[src/rtl/sfsf_pkg.sv]
// package: register offsets, field positions, reset values and modes of the fault status bank
package sfsf_pkg;
  localparam logic [5:0]  SFSF_FRONT_END_OFFSET  = 6'h0D;
  localparam logic [5:0]  SFSF_SYSTEM_OFFSET     = 6'h0E;
  localparam logic [15:0] SFSF_FRONT_END_RESET   = 16'h8000;
  localparam logic [15:0] SFSF_SYSTEM_RESET      = 16'h0000;
  // front-end status field positions
  localparam int SFSF_FE_POWER_UP_BIT  = 15;
  localparam int SFSF_FE_DIAG_BIT      = 12;
  localparam int SFSF_FE_TEMP_BIT      = 11;
  localparam int SFSF_FE_AXIS_Z_BIT    = 10;
  localparam int SFSF_FE_AXIS_Y_BIT    = 9;
  localparam int SFSF_FE_AXIS_X_BIT    = 8;
  localparam int SFSF_FE_TRIM_BIT      = 1;
  localparam int SFSF_FE_REGULATOR_BIT = 0;
  // system status field positions
  localparam int SFSF_SYS_PIN_LEVEL_BIT = 15;
  localparam int SFSF_SYS_ATTN_DRV_BIT  = 14;
  localparam int SFSF_SYS_SOUT_DRV_BIT  = 13;
  localparam int SFSF_SYS_CHECK_BIT     = 12;
  localparam int SFSF_SYS_FRAME_BIT     = 11;
  localparam int SFSF_SYS_STATE_LSB     = 8;
  localparam int SFSF_SYS_OVER_BIT      = 5;
  localparam int SFSF_SYS_UNDER_BIT     = 4;
  localparam int SFSF_SYS_TEMP_LIM_BIT  = 3;
  localparam int SFSF_SYS_Z_LIM_BIT     = 2;
  localparam int SFSF_SYS_Y_LIM_BIT     = 1;
  localparam int SFSF_SYS_X_LIM_BIT     = 0;
  // read-clear flag masks; everything outside them reads zero or is a live field
  localparam logic [15:0] SFSF_FE_CLEAR_MASK  = 16'h9F03;
  localparam logic [15:0] SFSF_SYS_CLEAR_MASK = 16'h783F;
  // attention cause codes
  localparam logic [1:0] SFSF_CAUSE_NONE = 2'h0;
  localparam logic [1:0] SFSF_CAUSE_FE   = 2'h1;
  localparam logic [1:0] SFSF_CAUSE_SYS  = 2'h2;
  localparam logic [1:0] SFSF_CAUSE_BOTH = 2'h3;
  typedef enum logic [2:0] {
    SFSF_MODE_CONFIG     = 3'h0,
    SFSF_MODE_STANDBY    = 3'h1,
    SFSF_MODE_CONTINUOUS = 3'h2,
    SFSF_MODE_TRIGGERED  = 3'h3,
    SFSF_MODE_DUTY_ACT   = 3'h4,
    SFSF_MODE_DUTY_SLEEP = 3'h5,
    SFSF_MODE_SLEEP      = 3'h6
  } sfsf_mode_type;
endpackage : sfsf_pkg

[src/rtl/sfsf_sync.sv]
// two-flop synchroniser for pin feedback levels
`timescale 1ns/100ps
module sfsf_sync #(
  parameter int WIDTH = 1
) (
  input  wire logic             i_mclk,
  input  wire logic             i_arst_n,
  input  wire logic [WIDTH-1:0] i_async,
  output logic      [WIDTH-1:0] o_sync
);
  logic [WIDTH-1:0] stage1;

  // first stage feeds only the second stage
  always_ff @(posedge i_mclk or negedge i_arst_n) begin
    if (!i_arst_n) begin
      stage1 <= '0;
      o_sync <= '0;
    end else begin
      stage1 <= i_async;
      o_sync <= stage1;
    end
  end
endmodule : sfsf_sync

[src/rtl/sfsf_status_bank.sv]
// front-end and system fault status registers with read-clear flags
`timescale 1ns/100ps
// Functional notes
// - power-up flag bit 15 of front-end status is 1 after power-on reset
// - reading front-end status clears the power-up flag
// - front-end self-test failure sets bit 12, cleared by read
// - temperature sensor self-test failure sets bit 11, cleared by read
// - Z, Y, X axis self-test failures set bits 10, 9, 8, read-clear
// - trim data error sets bit 1, cleared by read
// - regulator fault sets bit 0, cleared by read
// - system bit 15 returns current synchronised attention pin level
// - attention pin driven but not seen low sets bit 14
// - serial output mismatch with feedback while driving sets bit 13
// - check-code failure of a transaction sets bit 12
// - wrong clock edge count in a transaction sets bit 11
// - bits 10-8 report operating state code 0h to 6h
// - supply over-voltage in active or standby sets bit 5
// - supply under-voltage in active or standby sets bit 4
// - temperature threshold crossing sets bit 3
// - Z, Y, X field threshold crossings set bits 2, 1, 0
// - two-bit attention cause summarises which register has flags set
module sfsf_status_bank
  import sfsf_pkg::*;
(
  input  wire logic        i_mclk,
  input  wire logic        i_arst_n,
  // register read port
  input  wire logic        i_rd_strobe,
  input  wire logic [5:0]  i_rd_addr,
  output logic      [15:0] o_rd_data,
  output logic             o_rd_valid,
  // front-end fault events, one-cycle pulses
  input  wire logic        i_front_end_diag_fail,
  input  wire logic        i_temp_diag_fail,
  input  wire logic        i_axis_z_diag_fail,
  input  wire logic        i_axis_y_diag_fail,
  input  wire logic        i_axis_x_diag_fail,
  input  wire logic        i_trim_error,
  input  wire logic        i_regulator_fault_flag,
  // attention pin drive and feedback
  input  wire logic        i_attention_drive_low,
  input  wire logic        i_attention_pin_level,
  // serial output drive and feedback
  input  wire logic        i_serial_out_enable,
  input  wire logic        i_serial_out_value,
  input  wire logic        i_serial_out_pin,
  // serial framing events
  input  wire logic        i_check_code_error,
  input  wire logic        i_frame_error,
  // operating state and monitor events
  input  wire logic [2:0]  i_operating_state,
  input  wire logic        i_supply_over,
  input  wire logic        i_supply_under,
  input  wire logic        i_temp_limit_crossed,
  input  wire logic        i_z_field_limit_crossed,
  input  wire logic        i_y_field_limit_crossed,
  input  wire logic        i_x_field_limit_crossed,
  output logic      [1:0]  o_attention_cause
);
  logic [15:0]   front_end_flags;
  logic [15:0]   system_flags;
  logic [15:0]   next_front_end_flags;
  logic [15:0]   next_system_flags;
  logic [15:0]   fe_set;
  logic [15:0]   sys_set;
  logic [15:0]   fe_clear;
  logic [15:0]   sys_clear;
  logic [15:0]   fe_view;
  logic [15:0]   sys_view;
  logic [1:0]    pin_sync;
  logic          attention_pin_level;
  logic          serial_out_pin_sync;
  logic          attn_drive_d;
  logic          attn_drive_d2;
  logic          sout_en_d;
  logic          sout_en_d2;
  logic          sout_val_d;
  logic          sout_val_d2;
  logic          powered_active;
  logic          rd_fe;
  logic          rd_sys;
  sfsf_mode_type mode;

  // decode of a read to one register address
  function automatic logic sfsf_hit(input logic strobe, input logic [5:0] addr,
                                    input logic [5:0] offset);
    return strobe && (addr == offset);
  endfunction

  // pin feedback arrives from outside the clock domain
  sfsf_sync #(
    .WIDTH (2)
  ) u_pin_sync (
    .i_mclk   (i_mclk),
    .i_arst_n (i_arst_n),
    .i_async  ({i_attention_pin_level, i_serial_out_pin}),
    .o_sync   (pin_sync)
  );

  assign attention_pin_level = pin_sync[1];
  assign serial_out_pin_sync = pin_sync[0];
  assign mode                = sfsf_mode_type'(i_operating_state);
  assign rd_fe               = sfsf_hit(i_rd_strobe, i_rd_addr, SFSF_FRONT_END_OFFSET);
  assign rd_sys              = sfsf_hit(i_rd_strobe, i_rd_addr, SFSF_SYSTEM_OFFSET);

  // drive commands delayed to line up with the two-flop feedback path
  always_ff @(posedge i_mclk or negedge i_arst_n) begin
    if (!i_arst_n) begin
      attn_drive_d  <= 1'b0;
      attn_drive_d2 <= 1'b0;
      sout_en_d     <= 1'b0;
      sout_en_d2    <= 1'b0;
      sout_val_d    <= 1'b0;
      sout_val_d2   <= 1'b0;
    end else begin
      attn_drive_d  <= i_attention_drive_low;
      attn_drive_d2 <= attn_drive_d;
      sout_en_d     <= i_serial_out_enable;
      sout_en_d2    <= sout_en_d;
      sout_val_d    <= i_serial_out_value;
      sout_val_d2   <= sout_val_d;
    end
  end

  // supply limits only count in active or standby operation
  always_comb begin
    unique case (mode)
      SFSF_MODE_STANDBY, SFSF_MODE_CONTINUOUS, SFSF_MODE_TRIGGERED,
      SFSF_MODE_DUTY_ACT: powered_active = 1'b1;
      SFSF_MODE_CONFIG, SFSF_MODE_DUTY_SLEEP, SFSF_MODE_SLEEP: powered_active = 1'b0;
      default: powered_active = 1'b0; // code 7h is not a state
    endcase
  end

  // front-end set terms
  always_comb begin
    fe_set                        = '0;
    fe_set[SFSF_FE_DIAG_BIT]      = i_front_end_diag_fail;
    fe_set[SFSF_FE_TEMP_BIT]      = i_temp_diag_fail;
    fe_set[SFSF_FE_AXIS_Z_BIT]    = i_axis_z_diag_fail;
    fe_set[SFSF_FE_AXIS_Y_BIT]    = i_axis_y_diag_fail;
    fe_set[SFSF_FE_AXIS_X_BIT]    = i_axis_x_diag_fail;
    fe_set[SFSF_FE_TRIM_BIT]      = i_trim_error;
    fe_set[SFSF_FE_REGULATOR_BIT] = i_regulator_fault_flag;
  end

  // system set terms; feedback compared two cycles after the drive request
  always_comb begin
    sys_set                        = '0;
    sys_set[SFSF_SYS_ATTN_DRV_BIT] = attn_drive_d2 && attention_pin_level;
    sys_set[SFSF_SYS_SOUT_DRV_BIT] = sout_en_d2 && (sout_val_d2 != serial_out_pin_sync);
    sys_set[SFSF_SYS_CHECK_BIT]    = i_check_code_error;
    sys_set[SFSF_SYS_FRAME_BIT]    = i_frame_error;
    sys_set[SFSF_SYS_OVER_BIT]     = i_supply_over && powered_active;
    sys_set[SFSF_SYS_UNDER_BIT]    = i_supply_under && powered_active;
    sys_set[SFSF_SYS_TEMP_LIM_BIT] = i_temp_limit_crossed;
    sys_set[SFSF_SYS_Z_LIM_BIT]    = i_z_field_limit_crossed;
    sys_set[SFSF_SYS_Y_LIM_BIT]    = i_y_field_limit_crossed;
    sys_set[SFSF_SYS_X_LIM_BIT]    = i_x_field_limit_crossed;
  end

  // a read clears exactly the flags it returned; a set in the same cycle wins
  always_comb begin
    fe_clear             = rd_fe ? front_end_flags : '0;
    sys_clear            = rd_sys ? system_flags : '0;
    next_front_end_flags = ((front_end_flags & ~fe_clear) | fe_set) & SFSF_FE_CLEAR_MASK;
    next_system_flags    = ((system_flags & ~sys_clear) | sys_set) & SFSF_SYS_CLEAR_MASK;
  end

  // flag storage; power-up flag comes out of reset set
  always_ff @(posedge i_mclk or negedge i_arst_n) begin
    if (!i_arst_n) begin
      front_end_flags <= SFSF_FRONT_END_RESET;
      system_flags    <= SFSF_SYSTEM_RESET;
    end else begin
      front_end_flags <= next_front_end_flags;
      system_flags    <= next_system_flags;
    end
  end

  // read views; reserved bits masked to zero
  always_comb begin
    fe_view  = front_end_flags & SFSF_FE_CLEAR_MASK;
    sys_view = system_flags & SFSF_SYS_CLEAR_MASK;
    sys_view[SFSF_SYS_PIN_LEVEL_BIT] = attention_pin_level;
    sys_view[SFSF_SYS_STATE_LSB +: 3] = i_operating_state;
  end

  // registered read data; unmapped addresses return zero
  always_ff @(posedge i_mclk or negedge i_arst_n) begin
    if (!i_arst_n) begin
      o_rd_data  <= '0;
      o_rd_valid <= 1'b0;
    end else begin
      o_rd_valid <= i_rd_strobe;
      if (rd_fe) begin
        o_rd_data <= fe_view;
      end else if (rd_sys) begin
        o_rd_data <= sys_view;
      end else if (i_rd_strobe) begin
        o_rd_data <= '0;
      end
    end
  end

  // cause summary registered from the next flag values, so it changes on the same edge as the stored flags
  always_ff @(posedge i_mclk or negedge i_arst_n) begin
    if (!i_arst_n) begin
      o_attention_cause <= SFSF_CAUSE_FE;
    end else begin
      unique case ({|next_system_flags, |next_front_end_flags})
        2'b00: o_attention_cause <= SFSF_CAUSE_NONE;
        2'b01: o_attention_cause <= SFSF_CAUSE_FE;
        2'b10: o_attention_cause <= SFSF_CAUSE_SYS;
        2'b11: o_attention_cause <= SFSF_CAUSE_BOTH;
      endcase
    end
  end
endmodule : sfsf_status_bank

[config.mk]
export PLATFORM = sky130hd
export DESIGN_NAME = sfsf_status_bank
export DESIGN_NICKNAME = d
export VERILOG_FILES = /design/src/rtl/sfsf_pkg.sv /design/src/rtl/sfsf_sync.sv /design/src/rtl/sfsf_status_bank.sv
export SDC_FILE = /design/constraint.sdc
export NUM_CORES = 1
export LEC_CHECK = 0
export BUFFER_PORTS_ARGS = -buffer_cell sky130_fd_sc_hd__buf_2
export CORE_ASPECT_RATIO = 1.75
export CORE_MARGIN = 10
export CORE_UTILIZATION = 50
export CTS_CLUSTER_DIAMETER = 50
export CTS_CLUSTER_SIZE = 12
export DETAILED_ROUTE_END_ITERATION = 8
export PLACE_DENSITY = 0.86
export SKIP_CTS_REPAIR_TIMING = 1
export SLEW_MARGIN = 20
export SYNTH_ARGS = -nofsm -noshare
export SYNTH_HDL_FRONTEND = slang
export SYNTH_SLANG_ARGS = --single-unit
[constraint.sdc]
create_clock -name i_mclk -period 1.5 [get_ports i_mclk]
set_input_delay 0.3 -clock i_mclk [delete_from_list [all_inputs] [get_ports i_mclk]]
set_output_delay 0.3 -clock i_mclk [all_outputs]
set_load 0.01 [all_outputs]
==> flow_summary.yaml, run 1 <==
floorplan:
  std_cell_rows: 28
  floorplan.die_area_mm2: 0.00629
  ports_placed_on_the_boundary: 51
  floorplan.initialDensity_pct: 51.2
  chipWidth_um: 64.4
  core_region_area_mm2: 0.00336
  die-height_um: 97.7
worst_setup_path:
  worst_path_arrival_ns: 1.61
  crit_path_max_fanout: 3
  timing.rr.end: "o_attention_cause[1]"
  r2r-start: "system_flags[12]"
  timing.critical_path.max_delay_family: "simple AND/OR/NAND/NOR gates"
  crit_path_end: "o_attention_cause[1]"
  required_ns: 1.69
  r2r_setup_slack_ns: 0.09
  critical_path.startpoint_type: "register"
  crit_chain: "nor4_1 -> nand3_1 -> a221o_2"
  worst_setup_path_type: "register to register"
  cp.depth: 3
  ff2ff_path_depth: 3
  startpoint: "system_flags[12]"
  endpoint_kind: "register"
  crit_buf_inv: 0
  worst_path_largest_cell_delay_ns: 0.42
  crit_path_top_delay_cell: "dfrtp_1"
worst_hold_path:
  hp-class: "input pin to register"
placed_design:
  buffer_ports.inserted: 48
  dpl_worst_slack_ns: -0.141
  hpwl_detailed_um: 3350
  gpl.final_weighted_congestion: 0.833
synthesis:
  synthTopCellsByArea: "dfrtp_1 (62%), a221o_1 (4.6%), a22o_1 (4.6%), and2b_2 (4.1%), a21o_1 (3.1%)"
  synth.cells.most_frequent: "dfrtp_1 (43), a22o_1 (9), a221o_1 (8), and2b_2 (8), a21o_1 (7)"
  postSynthCellCount: 115
  synth.cell_area_mm2: 0.00172
  synth_async_sr_flop_share_pct: 100
  synth-warning-count: 0
  synth_seq_cells: 45
  ys_types: 28
  synth_top_cell_by_area: "dfrtp_1"
  synth_most_common_cell: "dfrtp_1"
  synth_edf_count: 0
  synth-main-ff-cell: "dfrtp_1"
  yosys.area.top_type_share_pct: 62.5
  synth-seq-area-share_pct: 65.5
  synth_area_per_cell_um2: 15.0
sta:
  hold_violations: 0
  grt_setup_unrepaired: "false"
  skew_ns: 0.00927
  timing.final.max_slew_violations: 0
  post-route-min-period_ns: 1.41
  tns_ns: 0
  hold-worst-slack_ns: 0.105
  fmaxAchievable_mhz: 707
  finalWorstSetupSlack_ns: 0.0852
  final_min_period_over_clock_period_pct: 94.3
  count_of_final_setup_violators: 0
drt:
  vias_per_cell: 5.61
  drt-wirelength-per-cell_um: 18.7
  drt.antenna.violating_nets: 0
  drc: 0
  vias: 1256
  count_of_tritonroute_iterations_in_the_first_routing_pass: 4
  first_iter_violations: 28
  detail_route.wirelength_um: 4180
cells_and_area:
  flow.area_growth_from_synthesis_pct: 29.4
  seq_area_mm2: 0.00113
  layout.nets: 210
  area_of_combinational_cells_with_multiple_inputs_um2: 558
  num_antenna_cells: 0
  final_util_pct: 66.3
  final.fill_count: 253
  layout-drive-gt1-share_pct: 50.3
global_route:
  global_route_wire_length_before_repair_um: 6930
  largest_net_degree_at_the_start_of_global_routing: 45
  antenna_found_initial: 0
  vias_in_the_first_global_route: 1421
  globalRouteOverflowTotal: 0
  all_layer_gr_usage_pct: 14.1
power:
  max-vdd-ir-drop_mv: 1.04
  power.density_cell_area_mw_per_mm2: 1120
  leakagePower_uw: 0.00104
clock_tree:
  numCtsBuffers: 5
  cts.clk_slew.worst_paths_ns: 0.09
  cts-root-to-sink-buffers: 2
  worst_skew_pair.late_latency_ns: 0.30
  cts.sinks: 45
  clockRootBuffer: "clkbuf_8"
  cts_htree_levels: 2
  cts_tree: "built"
job:
  maxCapViolCount: 0
outcome:
  outcome: "complete, no violations"
[metal layers]
metal  routed length, um  up-vias  track usage [%]
met5                   0        -                0
met4                 125        0             7.78
met3                 225       13             5.43
met2                2490       47             26.1
met1                1340      635             12.3
li1                    -      561                -
[cell type report]
class,count,area share (%)
Multi-Input combinational cell,65,25.0
Tap cell,45,2.53
Inverter,1,0.168
Clock inverter,3,3.09
Timing Repair Buffer,60,15.5
Sequential cell,45,50.6
Clock buffer,5,3.09
[how the worst min path moves through the flow]
stage / startpoint / end / slack (ns) / depth (start not counted)
after global routing: i_serial_out_enable / sout_en_d / 0.09 / 1
after floorplan: i_arst_n / attn_drive_d / 0.004 / 0
after CTS: i_arst_n / o_rd_valid / -0.22 / 1
after global placement: i_arst_n / o_rd_valid / 0.1 / 1
after detailed placement: i_arst_n / o_rd_valid / 0.10 / 1
final: i_serial_out_enable / sout_en_d / 0.10 / 1
[power breakdown]
| group | total [uW] | switching (uW) | internal [uW] |
|---|---|---|---|
| combinational | 154 | 80.9 | 72.9 |
| sequential | 1250 | 14.6 | 1240 |
| clock | 1080 | 411 | 670 |
| total | 2490 | 507 | 1980 |
[state kept, by name, indices dropped and copies added, names as in the netlist, 2 cells and up]
register / count
o_rd_data: 14
system_flags: 10
front_end_flags: 8
o_attention_cause: 2
u_pin_sync.o_sync: 2
u_pin_sync.stage1: 2
[worst register-to-register path: stages (launching register included)]
cell and delay (ns):
dfrtp_1 0.42, nor4_1 0.36, nand3_1 0.13, a221o_2 0.39
[per-stage QoR]
| step | cell area (um2) | total power (uW) | instances |
|---|---|---|---|
| detailed placement | 2080 | 1430 | 215 |
| floorplan | 1730 | 1320 | 116 |
| CTS | 2220 | 2500 | 223 |
| finish | 2230 | 2490 | 224 |
| global placement | 2080 | 1420 | 215 |
| global route | 2230 | 2580 | 224 |
[cells by family (layout without fill, tap and decap cells)]
| kind of cell | Yosys count | in the layout | share of synthesized area (%) |
|---|---|---|---|
| compound gates | 35 | 35 | 17.9 |
| flops | 45 | 45 | 65.5 |
| buf+inv | 6 | 69 | 2.32 |
| simple gates | 26 | 26 | 13.1 |
| other cells | 1 | 2 | 0.218 |
| xor+xnor | 2 | 2 | 1.02 |
[layout by cell type, fill, tap and decap left out, types with 2 or more instances in the layout]
cell / synthesis / final
buf_2: 2 / 48
dfrtp_1: 43 / 43
buf_4: 2 / 10
a22o_1: 9 / 9
and2b_2: 8 / 8
a221o_1: 8 / 8
a21o_1: 7 / 7
a21o_2: 6 / 6
clkbuf_8: 0 / 5
or4_1: 4 / 4
nor2_1: 3 / 3
nor4_1: 3 / 3
nor4b_2: 2 / 2
a211o_1: 2 / 2
conb_1: 1 / 2
bufinv_16: 0 / 2
dfstp_2: 2 / 2
Note: power is estimated with default switching activity, not from simulation.
==> run 2: changes to the inputs <==
--- a/config.mk
+++ b/config.mk
@@ -8,11 +8,11 @@
 export BUFFER_PORTS_ARGS = -buffer_cell sky130_fd_sc_hd__buf_2
 export CORE_ASPECT_RATIO = 1.75
 export CORE_MARGIN = 10
-export CORE_UTILIZATION = 50
+export CORE_UTILIZATION = 53
 export CTS_CLUSTER_DIAMETER = 50
 export CTS_CLUSTER_SIZE = 12
 export DETAILED_ROUTE_END_ITERATION = 8
-export PLACE_DENSITY = 0.86
+export PLACE_DENSITY = 0.9
 export SKIP_CTS_REPAIR_TIMING = 1
 export SLEW_MARGIN = 20
 export SYNTH_ARGS = -nofsm -noshare
==> constraint.sdc (replaced) <==
create_clock -name i_mclk -period 1.75 [get_ports i_mclk]
set_input_delay 0.35 -clock i_mclk [delete_from_list [all_inputs] [get_ports i_mclk]]
set_output_delay 0.35 -clock i_mclk [all_outputs]
set_load 0.01 [all_outputs]
==> flow_summary.yaml, run 2 (same netlist as run 1, synthesis figures left out) <==
sta:
  fmaxAchievable_mhz: 709
  hold-worst-slack_ns: 0.00838
  post-route-min-period_ns: 1.41
  timing.final.max_slew_violations: 0
  count_of_final_setup_violators: 0
  hold_violations: 0
  skew_ns: 0.00807
  slew-limit-headroom_pct: 66.1
  grt_setup_unrepaired: "false"
  final_min_period_over_clock_period_pct: 80.6
  tns_ns: 0
  worst-slew-pin-transition_ns: 0.509
outcome:
  outcome: "complete, no violations"
drt:
  vias_per_cell: 5.62
  first_iter_violations: 21
  drc: 0
  drt-wirelength-per-cell_um: 18.6
  vias: 1202
  detail_route.wirelength_um: 3970
  count_of_tritonroute_iterations_in_the_first_routing_pass: 4
  drt.antenna.violating_nets: 0
global_route:
  largest_net_degree_at_the_start_of_global_routing: 24
  global_route_wire_length_before_repair_um: 6550
  all_layer_gr_usage_pct: 13.9
  antenna_found_initial: 0
  vias_in_the_first_global_route: 1427
  globalRouteOverflowTotal: 0
clock_tree:
  cts.clk_slew.worst_paths_ns: 0.09
  worst_skew_pair.late_latency_ns: 0.30
  cts.sinks: 45
  numCtsBuffers: 5
  cts-root-to-sink-buffers: 2
  clockRootBuffer: "clkbuf_8"
  cts_htree_levels: 2
  cts_tree: "built"
floorplan:
  ports_placed_on_the_boundary: 51
  floorplan.initialDensity_pct: 54.8
  chipWidth_um: 63.1
  floorplan.die_area_mm2: 0.00602
  std_cell_rows: 27
  die-height_um: 95.4
  core_region_area_mm2: 0.00314
worst_setup_path:
  startpoint: "u_pin_sync.o_sync[1]"
  timing.rr.end: "o_attention_cause[1]"
  r2r-start: "u_pin_sync.o_sync[1]"
  r2r_setup_slack_ns: 0.34
  endpoint_kind: "register"
  worst_setup_path_type: "register to register"
  crit_path_end: "o_attention_cause[1]"
  worst_path_arrival_ns: 1.60
  ff2ff_path_depth: 3
  required_ns: 1.94
  crit_path_max_fanout: 3
  critical_path.startpoint_type: "register"
cells_and_area:
  flow.area_growth_from_synthesis_pct: 22.9
  final_util_pct: 67.4
  layout-drive-gt1-share_pct: 48.5
  layout.nets: 202
  largest_register: "o_rd_data"
  commonest_cells_after_routing_fill_and_taps_aside: "buf_2 (48), dfrtp_1 (43), a22o_1 (9)"
  final.fill_count: 239
  mostFrequentLayoutCell: "buf_2"
  largest_reg_flops: 14
  biggestRegsByFlops: "o_rd_data: 14 flops, system_flags: 10 flops, front_end_flags: 8 flops"
  num_antenna_cells: 0
job:
  maxCapViolCount: 0
power:
  power.density_cell_area_mw_per_mm2: 860
  max-vdd-ir-drop_mv: 0.819
  leakagePower_uw: 0.000981
placed_design:
  hpwl_detailed_um: 3270
  gpl.final_weighted_congestion: 0.781
  buffer_ports.inserted: 48
worst_hold_path:
  hp-class: "input pin to async pin"
[run 2: cell types whose count changed in the layout (fill, tap and decap cells not counted), sizes merged]
| cell | change |
|---|---|
| buf | -7 |
| inv | -1 |
| clkinv | +3 |
| dlygate4sd3 | -1 |
| bufinv | -2 |
[run 2: worst min-delay path by stage]
| stage | from | end | slack [ns] | cells after the start |
|---|---|---|---|---|
| after floorplan | i_arst_n | attn_drive_d | 0.05 | 0 |
| after global placement | i_arst_n | sout_en_d | 0.33 | 1 |
| after detailed placement | sout_en_d | sout_en_d2 | 0.34 | 0 |
| after CTS | i_arst_n | system_flags[1] | 0.02 | 1 |
| after global routing | i_arst_n | system_flags[14] | 0.04 | 1 |
| final | i_arst_n | system_flags[14] | 0.008 | 1 |
[run 2: where the power goes]
| group | internal [uW] | switching [uW] | leakage (uW) |
|---|---|---|---|
| combinational | 55.5 | 66.7 | 0.000431 |
| clock | 283 | 343 | 0.0000481 |
| sequential | 1060 | 12.6 | 0.000502 |
[run 2: worst max-delay path, cell delays in order, from the launching register on]
cell and delay [ns]:
dfrtp_1 0.41, a211o_1 0.31, a211o_1 0.29, a221o_2 0.30
[run 2: metal layers]
metal  routed length, um  vias to the layer above  global-route usage, %
li1                    -                      540                      -
met1                1310                      606                   12.5
met2                2340                       46                   27.1
met3                 209                       10                   3.76
met4                 110                        0                   7.68
met5                   0                        -                      0
[run 2: layout make-up]
cell class,count,area [um2],area share [%]
Clock buffer,5,68.8,3.25
Tap cell,43,53.8,2.54
Timing Repair Buffer,52,283,13.3
Multi-Input combinational cell,65,558,26.3
Sequential cell,45,1130,53.3
Inverter,1,3.75,0.177
Clock inverter,3,22.5,1.06
[run 2: metrics by stage]
| stage | setup slack (ns) | area [um2] | power (uW) | instances |
|---|---|---|---|---|
| 3_5_place_dp | 0.0170 | 2030 | 1220 | 206 |
| 4_1_cts | 0.336 | 2120 | 1840 | 214 |
| 5_1_grt | 0.328 | 2120 | 1900 | 214 |
| 3_3_place_gp | 0.0614 | 2030 | 1210 | 206 |
| 2_1_floorplan | 0.254 | 1730 | 1130 | 116 |
| 6_report | 0.340 | 2120 | 1820 | 214 |
